$ cat config.mk
export PLATFORM = sky130hd
export DESIGN_NAME = ssw_top
export DESIGN_NICKNAME = d
export VERILOG_FILES = /design/src/rtl/ssw_pkg.sv /design/src/rtl/ssw_top.sv
export SDC_FILE = /design/constraint.sdc
export NUM_CORES = 1
export LEC_CHECK = 0
export ABC_AREA = 1
export BUFFER_PORTS_ARGS = -buffer_cell sky130_fd_sc_hd__buf_2
export CAP_MARGIN = 10
export CORE_ASPECT_RATIO = 0.9
export CORE_MARGIN = 3
export CORE_UTILIZATION = 50
export CTS_CLUSTER_DIAMETER = 30
export DETAILED_ROUTE_END_ITERATION = 10
export GPL_ROUTABILITY_DRIVEN = 1
export PLACE_DENSITY = 0.7
export RECOVER_POWER = 100
export SLEW_MARGIN = 20
export SYNTH_ARGS = -nofsm -noshare
export SYNTH_HDL_FRONTEND = slang
export SYNTH_SLANG_ARGS = --single-unit
$ cat constraint.sdc
create_clock -name pclk -period 4.8 [get_ports pclk]
set_clock_uncertainty 0.05 [all_clocks]
set_input_delay 0.48 -clock pclk [delete_from_list [all_inputs] [get_ports pclk]]
set_output_delay 0.48 -clock pclk [all_outputs]
set_load 0.01 [all_outputs]
$ cat src/rtl/ssw_pkg.sv
// constants for the supply supervisor and watchdog timing core
// assumes a 10 MHz pclk and an APB master with 32-bit data
//
// Contract
// - reset output held low while monitored supply is invalid
// - after supply returns valid, reset stays low one full reset timeout
// - supply loss during the timeout clears it; full restart when valid again
// - reset held low while device supply is under lockout
// - manual reset low forces reset; release one timeout after it rises
// - external reset capacitor gives nine milliseconds per nanofarad
// - floating reset delay config gives about 400 microseconds
// - reset delay config tied high gives about 200 milliseconds
// - watchdog config high gives upper bound of 1.6 seconds nominal
// - windowed internal period uses a 50 millisecond lower bound
// - floating watchdog config gives about 3.2 milliseconds upper bound
// - external watchdog capacitor gives 72 milliseconds per nanofarad
// - windowed external period lower bound is upper bound over 32
// - windowed kick interval must sit between lower and upper bounds
// - windowed mode counts only falling kick edges
// - plain mode accepts any kick edge, no lower bound check
// - long internal watchdog timeout about 1.6 seconds when config high
package ssw_pkg;

   // ----------------------------------------------------------------
   // clock and times
   // ----------------------------------------------------------------
   localparam int unsigned CLK_HZ          = 10_000_000;
   localparam int unsigned T_RST_LONG_MS   = 200;
   localparam int unsigned T_RST_SHORT_US  = 400;
   localparam int unsigned T_RST_PER_NF_MS = 9;
   localparam int unsigned T_WD_LONG_MS    = 1600;
   localparam int unsigned T_WD_SHORT_US   = 3200;
   localparam int unsigned T_WD_PER_NF_MS  = 72;
   localparam int unsigned T_WD_LOWER_MS   = 50;
   localparam int unsigned WD_EXT_DIV      = 32;
   localparam int unsigned CAP_STEPS_NF    = 10;   // cap fields count tenths of nF

   localparam int unsigned RST_LONG_CYC    = T_RST_LONG_MS * (CLK_HZ / 1000);
   localparam int unsigned RST_SHORT_CYC   = T_RST_SHORT_US * (CLK_HZ / 1_000_000);
   localparam int unsigned RST_STEP_CYC    = T_RST_PER_NF_MS * (CLK_HZ / 1000) / CAP_STEPS_NF;
   localparam int unsigned WD_LONG_CYC     = T_WD_LONG_MS * (CLK_HZ / 1000);
   localparam int unsigned WD_SHORT_CYC    = T_WD_SHORT_US * (CLK_HZ / 1_000_000);
   localparam int unsigned WD_STEP_CYC     = T_WD_PER_NF_MS * (CLK_HZ / 1000) / CAP_STEPS_NF;
   localparam int unsigned WD_LOWER_CYC    = T_WD_LOWER_MS * (CLK_HZ / 1000);

   // ----------------------------------------------------------------
   // three-level configuration codes
   // ----------------------------------------------------------------
   localparam logic [1:0] CFG_LOW   = 2'h0;   // tied low or external capacitor
   localparam logic [1:0] CFG_OPEN  = 2'h1;   // left floating
   localparam logic [1:0] CFG_HIGH  = 2'h2;   // tied high

   // ----------------------------------------------------------------
   // register map
   // ----------------------------------------------------------------
   localparam logic [7:0] ADDR_CTRL   = 8'h00;
   localparam logic [7:0] ADDR_CAP    = 8'h04;
   localparam logic [7:0] ADDR_STATUS = 8'h08;
   localparam logic [7:0] ADDR_WDCNT  = 8'h0C;

   localparam int unsigned CTRL_RT_LSB  = 0;
   localparam int unsigned CTRL_WT_LSB  = 2;
   localparam int unsigned CTRL_WIN_BIT = 4;
   localparam int unsigned CAP_RT_LSB   = 0;
   localparam int unsigned CAP_WT_LSB   = 8;

   localparam int unsigned ST_RST_BIT   = 0;
   localparam int unsigned ST_SUP_BIT   = 1;
   localparam int unsigned ST_UVLO_BIT  = 2;
   localparam int unsigned ST_MR_BIT    = 3;
   localparam int unsigned ST_LATE_BIT  = 4;
   localparam int unsigned ST_EARLY_BIT = 5;
   localparam int unsigned ST_WDEN_BIT  = 6;

   localparam logic [1:0] RST_CFG_RESET = CFG_HIGH;
   localparam logic [1:0] WD_CFG_RESET  = CFG_HIGH;
   localparam logic       WIN_RESET     = 1'b0;
   localparam logic [7:0] CAP_RESET     = 8'h16;   // 2.2 nF

   // supervisor states
   typedef enum logic [1:0] {
      SSW_HOLD,      // a reset cause is present
      SSW_TIMEOUT,   // cause gone, reset timeout running
      SSW_RUN        // reset released, watchdog running
   } ssw_state_t;

endpackage

$ cat src/rtl/ssw_top.sv
// supply supervisor timing core: reset timer, watchdog, APB register slave
// assumes analog comparators feed supply_valid and lockout_ok asynchronously
`timescale 1ns/10ps
`default_nettype none

module ssw_top #(
   parameter int unsigned RST_LONG_CYCLES = ssw_pkg::RST_LONG_CYC,
   parameter int unsigned RST_STEP_CYCLES = ssw_pkg::RST_STEP_CYC,
   parameter int unsigned WD_LONG_CYCLES  = ssw_pkg::WD_LONG_CYC,
   parameter int unsigned WD_SHORT_CYCLES = ssw_pkg::WD_SHORT_CYC,
   parameter int unsigned WD_STEP_CYCLES  = ssw_pkg::WD_STEP_CYC,
   parameter int unsigned WD_LOWER_CYCLES = ssw_pkg::WD_LOWER_CYC
) (
   input  wire logic        pclk,
   input  wire logic        presetn,
   input  wire logic        psel,
   input  wire logic        penable,
   input  wire logic        pwrite,
   input  wire logic [7:0]  paddr,
   input  wire logic [31:0] pwdata,
   output logic      [31:0] prdata,
   output logic             pready,
   output logic             pslverr,
   input  wire logic        supply_valid,
   input  wire logic        lockout_ok,
   input  wire logic        manual_reset_request_n,
   input  wire logic        watchdog_kick_input,
   output logic             reset_out,
   output logic             reset_out_oe
);
   import ssw_pkg::*;

   // ----------------------------------------------------------------
   // helper functions
   // ----------------------------------------------------------------
   // reset timeout length in cycles for a config code and capacitor
   function automatic logic [31:0] rst_cycles(input logic [1:0] cfg, input logic [7:0] cap);
      logic [31:0] c;
      c = 32'h0;
      case (cfg)
         CFG_HIGH: c = RST_LONG_CYCLES;
         CFG_OPEN: c = RST_SHORT_CYC;
         default:  c = 32'(cap) * RST_STEP_CYCLES;
      endcase
      if (c == 32'h0) begin
         c = 32'h1;
      end
      return c;
   endfunction

   // watchdog upper bound in cycles
   function automatic logic [31:0] wd_upper(input logic [1:0] cfg, input logic [7:0] cap);
      logic [31:0] c;
      c = 32'h0;
      case (cfg)
         CFG_HIGH: c = WD_LONG_CYCLES;
         CFG_OPEN: c = WD_SHORT_CYCLES;
         default:  c = 32'(cap) * WD_STEP_CYCLES;
      endcase
      if (c == 32'h0) begin
         c = 32'h1;
      end
      return c;
   endfunction

   // watchdog lower bound in cycles, windowed mode only
   function automatic logic [31:0] wd_lower(input logic [1:0] cfg, input logic [7:0] cap);
      logic [31:0] c;
      c = 32'h0;
      if (cfg == CFG_HIGH) begin
         c = WD_LOWER_CYCLES;
      end else begin
         c = wd_upper(cfg, cap) / WD_EXT_DIV;
      end
      return c;
   endfunction

   // ----------------------------------------------------------------
   // input synchronisers
   // ----------------------------------------------------------------
   logic [3:0] sync1_reg;
   logic [3:0] sync2_reg;
   logic       kick_prev_reg;
   logic       sup_ok;
   logic       uvlo_ok;
   logic       mr_n;
   logic       kick;

   // two flops on every asynchronous pin
   always_ff @(posedge pclk or negedge presetn) begin
      if (!presetn) begin
         sync1_reg     <= 4'h0;
         sync2_reg     <= 4'h0;
         kick_prev_reg <= 1'b0;
      end else begin
         sync1_reg     <= {watchdog_kick_input, manual_reset_request_n, lockout_ok, supply_valid};
         sync2_reg     <= sync1_reg;
         kick_prev_reg <= sync2_reg[3];
      end
   end

   assign sup_ok  = sync2_reg[0];
   assign uvlo_ok = sync2_reg[1];
   assign mr_n    = sync2_reg[2];
   assign kick    = sync2_reg[3];

   // ----------------------------------------------------------------
   // register file and APB slave
   // ----------------------------------------------------------------
   logic [1:0]  rst_cfg_reg,  rst_cfg_next;
   logic [1:0]  wd_cfg_reg,   wd_cfg_next;
   logic        win_reg,      win_next;
   logic [7:0]  rt_cap_reg,   rt_cap_next;
   logic [7:0]  wt_cap_reg,   wt_cap_next;
   logic        late_reg,     late_next;
   logic        early_reg,    early_next;
   logic [31:0] prdata_reg,   prdata_next;
   logic        pready_reg,   pready_next;
   logic        pslverr_reg,  pslverr_next;
   logic        wd_late_evt;
   logic        wd_early_evt;
   logic        wd_enabled;
   logic        rst_low_reg;
   logic [31:0] wd_cnt_reg;
   logic        setup_ph;
   logic        wr_acc;
   logic        mapped;

   assign setup_ph = psel && !penable;
   assign wr_acc   = psel && penable && pwrite && pready_reg;
   assign mapped   = (paddr == ADDR_CTRL) || (paddr == ADDR_CAP) ||
                     (paddr == ADDR_STATUS) || (paddr == ADDR_WDCNT);

   // next values of registers and the answer for the access phase
   always_comb begin
      rst_cfg_next = rst_cfg_reg;
      wd_cfg_next  = wd_cfg_reg;
      win_next     = win_reg;
      rt_cap_next  = rt_cap_reg;
      wt_cap_next  = wt_cap_reg;
      late_next    = late_reg;
      early_next   = early_reg;
      prdata_next  = prdata_reg;
      pslverr_next = pslverr_reg;
      pready_next  = 1'b1;
      if (wr_acc && paddr == ADDR_CTRL) begin
         rst_cfg_next = pwdata[CTRL_RT_LSB +: 2];
         wd_cfg_next  = pwdata[CTRL_WT_LSB +: 2];
         win_next     = pwdata[CTRL_WIN_BIT];
      end
      if (wr_acc && paddr == ADDR_CAP) begin
         rt_cap_next = pwdata[CAP_RT_LSB +: 8];
         wt_cap_next = pwdata[CAP_WT_LSB +: 8];
      end
      // write one to clear; a new event wins over the clear
      if (wr_acc && paddr == ADDR_STATUS) begin
         if (pwdata[ST_LATE_BIT]) begin
            late_next = 1'b0;
         end
         if (pwdata[ST_EARLY_BIT]) begin
            early_next = 1'b0;
         end
      end
      if (wd_late_evt) begin
         late_next = 1'b1;
      end
      if (wd_early_evt) begin
         early_next = 1'b1;
      end
      // read data prepared in the setup cycle
      if (setup_ph) begin
         prdata_next  = 32'h0;
         pslverr_next = !mapped;
         if (!pwrite) begin
            case (paddr)
               ADDR_CTRL: begin
                  prdata_next[CTRL_RT_LSB +: 2] = rst_cfg_reg;
                  prdata_next[CTRL_WT_LSB +: 2] = wd_cfg_reg;
                  prdata_next[CTRL_WIN_BIT]     = win_reg;
               end
               ADDR_CAP: begin
                  prdata_next[CAP_RT_LSB +: 8] = rt_cap_reg;
                  prdata_next[CAP_WT_LSB +: 8] = wt_cap_reg;
               end
               ADDR_STATUS: begin
                  prdata_next[ST_RST_BIT]   = rst_low_reg;
                  prdata_next[ST_SUP_BIT]   = sup_ok;
                  prdata_next[ST_UVLO_BIT]  = uvlo_ok;
                  prdata_next[ST_MR_BIT]    = mr_n;
                  prdata_next[ST_LATE_BIT]  = late_reg;
                  prdata_next[ST_EARLY_BIT] = early_reg;
                  prdata_next[ST_WDEN_BIT]  = wd_enabled;
               end
               ADDR_WDCNT: prdata_next = wd_cnt_reg;
               default:    prdata_next = 32'h0;
            endcase
         end
      end
   end

   // register update
   always_ff @(posedge pclk or negedge presetn) begin
      if (!presetn) begin
         rst_cfg_reg <= RST_CFG_RESET;
         wd_cfg_reg  <= WD_CFG_RESET;
         win_reg     <= WIN_RESET;
         rt_cap_reg  <= CAP_RESET;
         wt_cap_reg  <= CAP_RESET;
         late_reg    <= 1'b0;
         early_reg   <= 1'b0;
         prdata_reg  <= 32'h0;
         pready_reg  <= 1'b0;
         pslverr_reg <= 1'b0;
      end else begin
         rst_cfg_reg <= rst_cfg_next;
         wd_cfg_reg  <= wd_cfg_next;
         win_reg     <= win_next;
         rt_cap_reg  <= rt_cap_next;
         wt_cap_reg  <= wt_cap_next;
         late_reg    <= late_next;
         early_reg   <= early_next;
         prdata_reg  <= prdata_next;
         pready_reg  <= pready_next;
         pslverr_reg <= pslverr_next;
      end
   end

   assign prdata  = prdata_reg;
   assign pready  = pready_reg;
   assign pslverr = pslverr_reg;

   // ----------------------------------------------------------------
   // reset timer and watchdog
   // ----------------------------------------------------------------
   ssw_state_t  state_reg,   state_next;
   logic [31:0] rst_cnt_reg, rst_cnt_next;
   logic [31:0] wd_cnt_next;
   logic        rst_low_next;
   logic        cause;
   logic        kick_edge;

   assign cause      = !uvlo_ok || !sup_ok || !mr_n;
   assign wd_enabled = !(wd_cfg_reg == CFG_LOW && wt_cap_reg == 8'h00 && !kick);
   // falling edges only when windowed, any edge otherwise
   assign kick_edge  = win_reg ? (kick_prev_reg && !kick)
                               : (kick_prev_reg != kick);

   // next state, reset timer and watchdog timer
   always_comb begin
      state_next   = state_reg;
      rst_cnt_next = rst_cnt_reg;
      wd_cnt_next  = wd_cnt_reg;
      rst_low_next = 1'b1;
      wd_late_evt  = 1'b0;
      wd_early_evt = 1'b0;
      case (state_reg)
         SSW_HOLD: begin
            rst_cnt_next = 32'h0;
            wd_cnt_next  = 32'h0;
            if (!cause) begin
               state_next = SSW_TIMEOUT;
            end
         end
         SSW_TIMEOUT: begin
            wd_cnt_next = 32'h0;
            if (cause) begin
               state_next   = SSW_HOLD;
               rst_cnt_next = 32'h0;
            end else if (rst_cnt_reg + 32'h1 >= rst_cycles(rst_cfg_reg, rt_cap_reg)) begin
               state_next   = SSW_RUN;
               rst_cnt_next = 32'h0;
               rst_low_next = 1'b0;
            end else begin
               rst_cnt_next = rst_cnt_reg + 32'h1;
            end
         end
         SSW_RUN: begin
            rst_low_next = 1'b0;
            if (cause) begin
               state_next   = SSW_HOLD;
               wd_cnt_next  = 32'h0;
               rst_low_next = 1'b1;
            end else if (!wd_enabled) begin
               wd_cnt_next = 32'h0;
            end else if (kick_edge && win_reg &&
                         wd_cnt_reg < wd_lower(wd_cfg_reg, wt_cap_reg)) begin
               wd_early_evt = 1'b1;
               state_next   = SSW_TIMEOUT;
               wd_cnt_next  = 32'h0;
               rst_low_next = 1'b1;
            end else if (kick_edge) begin
               wd_cnt_next = 32'h0;
            end else if (wd_cnt_reg + 32'h1 >= wd_upper(wd_cfg_reg, wt_cap_reg)) begin
               wd_late_evt  = 1'b1;
               state_next   = SSW_TIMEOUT;
               wd_cnt_next  = 32'h0;
               rst_low_next = 1'b1;
            end else begin
               wd_cnt_next = wd_cnt_reg + 32'h1;
            end
         end
         default: begin
            state_next   = SSW_HOLD;
            rst_cnt_next = 32'h0;
            wd_cnt_next  = 32'h0;
         end
      endcase
   end

   // state registers; reset output pulls low from reset onward
   always_ff @(posedge pclk or negedge presetn) begin
      if (!presetn) begin
         state_reg   <= SSW_HOLD;
         rst_cnt_reg <= 32'h0;
         wd_cnt_reg  <= 32'h0;
         rst_low_reg <= 1'b1;
      end else begin
         state_reg   <= state_next;
         rst_cnt_reg <= rst_cnt_next;
         wd_cnt_reg  <= wd_cnt_next;
         rst_low_reg <= rst_low_next;
      end
   end

   // open-drain output: drives only low, enable high while pulling down
   logic reset_out_reg;

   // constant low drive level held in a flop
   always_ff @(posedge pclk or negedge presetn) begin
      if (!presetn) begin
         reset_out_reg <= 1'b0;
      end else begin
         reset_out_reg <= 1'b0;
      end
   end

   assign reset_out    = reset_out_reg;
   assign reset_out_oe = rst_low_reg;

endmodule

`default_nettype wire

* Word level (Yosys, flattened, before mapping)
Cells that the tools add are included. Widths: inputs -> output; s select.
Storage, ports and cells: input port bits 49, register bits after elaboration 133, logic and storage cells 151, output and inout bits 36
Cells by class: reductions and logical operators 38, order comparisons 3, multiply operators 2, eq/ne operators 15, multiplexer cells 74, add/subtract/negate cells 2
Operators with widths (number):
- $mux 32 | 33
- $logic_not 32->1 | 3
- $add 32x1->32 const B | 2
- $ge 32x32->1 | 2
- $pmux 32 s2 | 1
- $pmux 25 s2 | 1
- $pmux 22 s2 | 1
- $mul 8x11->19 const B | 2
- $lt 32x32->1 | 1
- $mux 27 | 1
- $mux 25 | 1
- $mux 1 | 22
- $pmux 5 s4 | 1
- $pmux 9 s2 | 1
- $eq 8x4->1 const B | 2
- $logic_not 8->1 | 2
- $mux 16 | 1
- $mux 2 | 8
- $logic_and 1x1->1 | 12
- $pmux 2 s3 | 2
- $eq 8x3->1 const B | 1
- $ne 4x4->1 const B | 2
- $reduce_bool 2->1 | 4
- $logic_not 1->1 | 7
- other kinds (10) | 21

* Depth between registers and ports, before layout
word-level depth 34, depth in mapped cells 35, mapped depth without buffers 35

* Worst setup path before layout
No wires, ideal clock.
kind register -> register, start register rt_cap_reg[5], end register rst_cnt_reg[0], setup slack -0.116 ns, arrival 4.793 ns, cell stages (with the launch flop) 34, period minus slack after synthesis 4.916 ns, path buffers 1, library setup time 0.073 ns, required time 4.677 ns, cells stage by stage dfrtp_1 ha_1 ha_1 fa_1 fa_1 ha_1 inv_1 nor3_1 nand2_1 nand2_1 nand2_1 nand2_1 nand2_1 nand2_1 nand2_1 nand2_1 nor2_1 nor3_1 nand3_1 nor3_1 ha_1 inv_1 nor2_1 nand2_1 a21oi_1 nor2_1 o21ai_0 nand2_1 nand4_1 nand3_2 nor2_4 nand2_4 buf_6 a21oi_2
Between the ends: word-level cells in the longest chain between the ends 12
RTL lines:
- start: declaration | RTL line ssw_top.sv:113 | logic [7:0] rt_cap_reg, rt_cap_next;
- start signal: assignment | RTL line ssw_top.sv:218 | rt_cap_reg <= rt_cap_next;
- $mul 8x11->19 * | RTL line ssw_top.sv:43 | default: c = 32'(cap) * RST_STEP_CYCLES;
- $pmux 22 s2 * | RTL line ssw_top.sv:40 | case (cfg)
- $mux 32 * | RTL line ssw_top.sv:266 | if (cause) begin
- $mux 32 * | RTL line ssw_top.sv:256 | case (state_reg)
- $logic_not 32->1 | RTL line ssw_top.sv:45 | if (c == 32'h0) begin
- $mux 32 * | RTL line ssw_top.sv:45
- $mux 32 * | RTL line ssw_top.sv:266
- $mux 32 * | RTL line ssw_top.sv:256
- $ge 32x32->1 * | RTL line ssw_top.sv:269 | end else if (rst_cnt_reg + 32'h1 >= rst_cycles(rst_cfg_reg, rt_cap_reg)) begin
- $mux 32 * | RTL line ssw_top.sv:269
- $mux 32 * | RTL line ssw_top.sv:266
- $pmux 32 s2 * | RTL line ssw_top.sv:256
- end signal: assignment | RTL line ssw_top.sv:319 | rst_cnt_reg <= rst_cnt_next;
- end: declaration | RTL line ssw_top.sv:236 | logic [31:0] rst_cnt_reg, rst_cnt_next;
Every way passes the cells marked *; elsewhere a longest branch is shown, timed or not. The select of a mux whose other input is x is not followed. A chain may end at the register's enable or synchronous reset.

* Worst setup path in the final report
start register rt_cap_reg[3], end register rst_cnt_reg[10]
The elaborated chain is that of the path after synthesis.

==> impl_metrics.json <==
{
  "status": "finished, violations left",
  "failed_checks": "capacitance limit, slew limit, setup timing",
  "tightest_slew_ps": 2397,
  "fin_area_um2": 14780,
  "grt_util_met3_pct": 4.649,
  "die-area_um2": 24880,
  "cp_top_family": "adder cells",
  "worstPathRequired_ps": 5100,
  "postLayoutSetupSlackWorst_ps": -352.7,
  "yosysSeqAreaShare_pct": 29.01,
  "die_h_um": 149.9,
  "num_io_pins": 85,
  "ir_worst_vdd_uv": 222.7,
  "routed_wl_um": 34200,
  "layout_common_cells": "nand2_1, inv_1, nor2_1",
  "setup_viol": 51,
  "clkTransAtPathRegs_ps": 70,
  "critical_path_class": "reg2reg",
  "max_stage_delay_ps": 460,
  "dp_hpwl_um": 24950,
  "syn_inst": 1577,
  "vias_per_cell": 5.422,
  "r2r_end": "rst_cnt_reg[10]",
  "synth_ff_type": "dfrtp_1",
  "final_common_cell": "nand2_1",
  "grt.busiest_layer": "met2",
  "ys_warn_count": 0,
  "synth_compound_area_share_pct": 10.04,
  "synth_xor_area_share_pct": 3.196,
  "critPathArrivalTime_ps": 5450,
  "fin_util_pct": 65.46,
  "placedCellCount": 2027,
  "antenna_cells": 0,
  "syn2layout_area_growth_pct": 28.39,
  "final_cells": 2085,
  "power_density_nw_per_um2": 208.1,
  "cts_tree": "yes",
  "synth.mux.area_fraction_pct": 0,
  "clk_latency_ps": 440,
  "nets": 2002,
  "cellLeakagePower_nw": 7.252,
  "cp-end-kind": "flip-flop",
  "rr_startpoint": "rt_cap_reg[3]",
  "grtUsageMet1_pct": 38.93,
  "r2r_cells": 31,
  "htree_levels": 4,
  "numPortBuffers": 67,
  "ys_types": 47,
  "hp-class": "in2reg",
  "finalMaxSlewViolations": 169,
  "yosys-top-cells-area": "dfrtp_1, ha_1, nand2_1",
  "crit_top_cell": "nand2_1",
  "clock_sinks": 133,
  "grt_overflow": 0,
  "async_flop_share_pct": 100.0,
  "crit_path_top_delay_cell": "fa_1",
  "grt_max_degree": 94,
  "met2_usage_pct": 41.37,
  "cts_root_buffer": "clkbuf_16",
  "dpl_worst_slack_ps": -589.1,
  "core_um2": 22580,
  "die_w_um": 165.9,
  "num_vias": 11300,
  "syn_area_um2": 11510,
  "drtIter0Drc": 1040,
  "clockBufferDepth": 2,
  "grt_pass1_vias": 10870,
  "min_period_ps": 5153,
  "synth.top_cell.area_share_pct": 26.96,
  "hp-start": "supply_valid",
  "drive_gt1_share_pct": 22.04,
  "grt_pass1_wl_um": 54320,
  "whs_path_depth": 1,
  "synth_edf_count": 0,
  "holdBufCountCts": 0,
  "slew_headroom_pct": -59.83,
  "antenna_left": 0,
  "synth-simple-area-share_pct": 27.82,
  "fillers": 1942,
  "yosys.area.top_type": "dfrtp_1",
  "place_area_um2": 12970,
  "crit_buf_inv": 5,
  "finalHoldViolCount": 0,
  "drc": 0,
  "antenna_found_initial": 0,
  "dr.pass1.iters": 6,
  "max_freq_mhz": 194.1,
  "tns_ps": -14110,
  "num_rows": 52,
  "path_max_fanout": 15,
  "synth-seq-cells": 133,
  "initial_core_util_pct": 50.99,
  "place.gp.congestion": 0.9156,
  "cts_buffers": 17,
  "cp-start-kind": "flip-flop",
  "track_usage_pct": 26.74,
  "period_share_pct": 107.3,
  "synthAdderAreaFrac_pct": 20.78,
  "wl_per_cell_um": 16.40,
  "cap_violations": 3,
  "regToRegSetupSlack_ps": -350,
  "synth_top_family_by_area": "simple AND/OR/NAND/NOR gates",
  "rsz0062_at_grt": "yes",
  "hold_end": "sync1_reg[0]",
  "syn_area_per_cell_um2": 7.299
}
metal layers:
metal	share of wire, %	wire length (um)
met1	46	15890
met5	0	0
met2	45	15240
met3	6.8	2334
met4	2.2	743
kinds of logic after synthesis:
logic type               count (synthesis)
flip-flops                             133
AO/OA/AOI/OAI                          194
other                                    2
AND/OR/NAND/NOR                        753
buffers and inverters                  275
adder cells (fa/ha/maj)                178
XOR/XNOR                                42
timing repair:
item	in CTS	in global routing
pin swaps	30	69
resized for setup	101	126
setup buffers	15	10
endpoints found under the setup margin	52	52
gates cloned	3	0
through the flow:
step	total power [mW]	hold WS, ps
5_1_grt	3.205	102.0
2_1_floorplan	1.471	134.4
3_5_place_dp	1.665	293.4
6_report	3.075	106.4
4_1_cts	3.022	98.45
3_3_place_gp	1.652	284.0
cell usage after synthesis, drive strengths merged (4+ instances only):
library cell,instances
a21o,4
a21oi,66
a221oi,6
buf,6
clkbuf,18
dfrtp,124
dfstp,9
fa,22
ha,156
inv,248
nand2,417
nand3,72
nand3b,4
nand4,32
nor2,188
nor3,22
nor4,10
o21ai,69
o22ai,18
o31ai,20
or2,6
xnor2,5
xor2,37
cell type report:
cell class / count / area [um^2] / share of cell area [%]
well taps: 297 / 371.6 / 2.514
flip-flops and latches: 133 / 3341 / 22.60
multi-input cells: 1176 / 8179 / 55.34
inverters: 251 / 942.2 / 6.375
clock buffers: 17 / 425.4 / 2.878
clock inverters: 15 / 151.4 / 1.024
repair buffers: 196 / 1369 / 9.262
worst max-delay path by stage:
stage / from / endpoint / cells past startpoint
after floorplan: rt_cap_reg[5] / rst_cnt_reg[0] / 33
after detailed placement: rt_cap_reg[3] / rst_cnt_reg[4] / 33
final: rt_cap_reg[3] / rst_cnt_reg[10] / 31
after global placement: rt_cap_reg[3] / rst_cnt_reg[17] / 29
after CTS: rt_cap_reg[3] / state_reg[0] / 29
after global routing: rt_cap_reg[3] / rst_cnt_reg[21] / 31
report_power, final:
part	switching [mW]	total (mW)	leakage (nW)	internal (mW)
clock network	0.612	1.30	0.278	0.692
logic	0.349	0.611	5.24	0.262
registers	0.0193	1.16	1.73	1.14
Note: power is estimated with default switching activity, not from simulation.
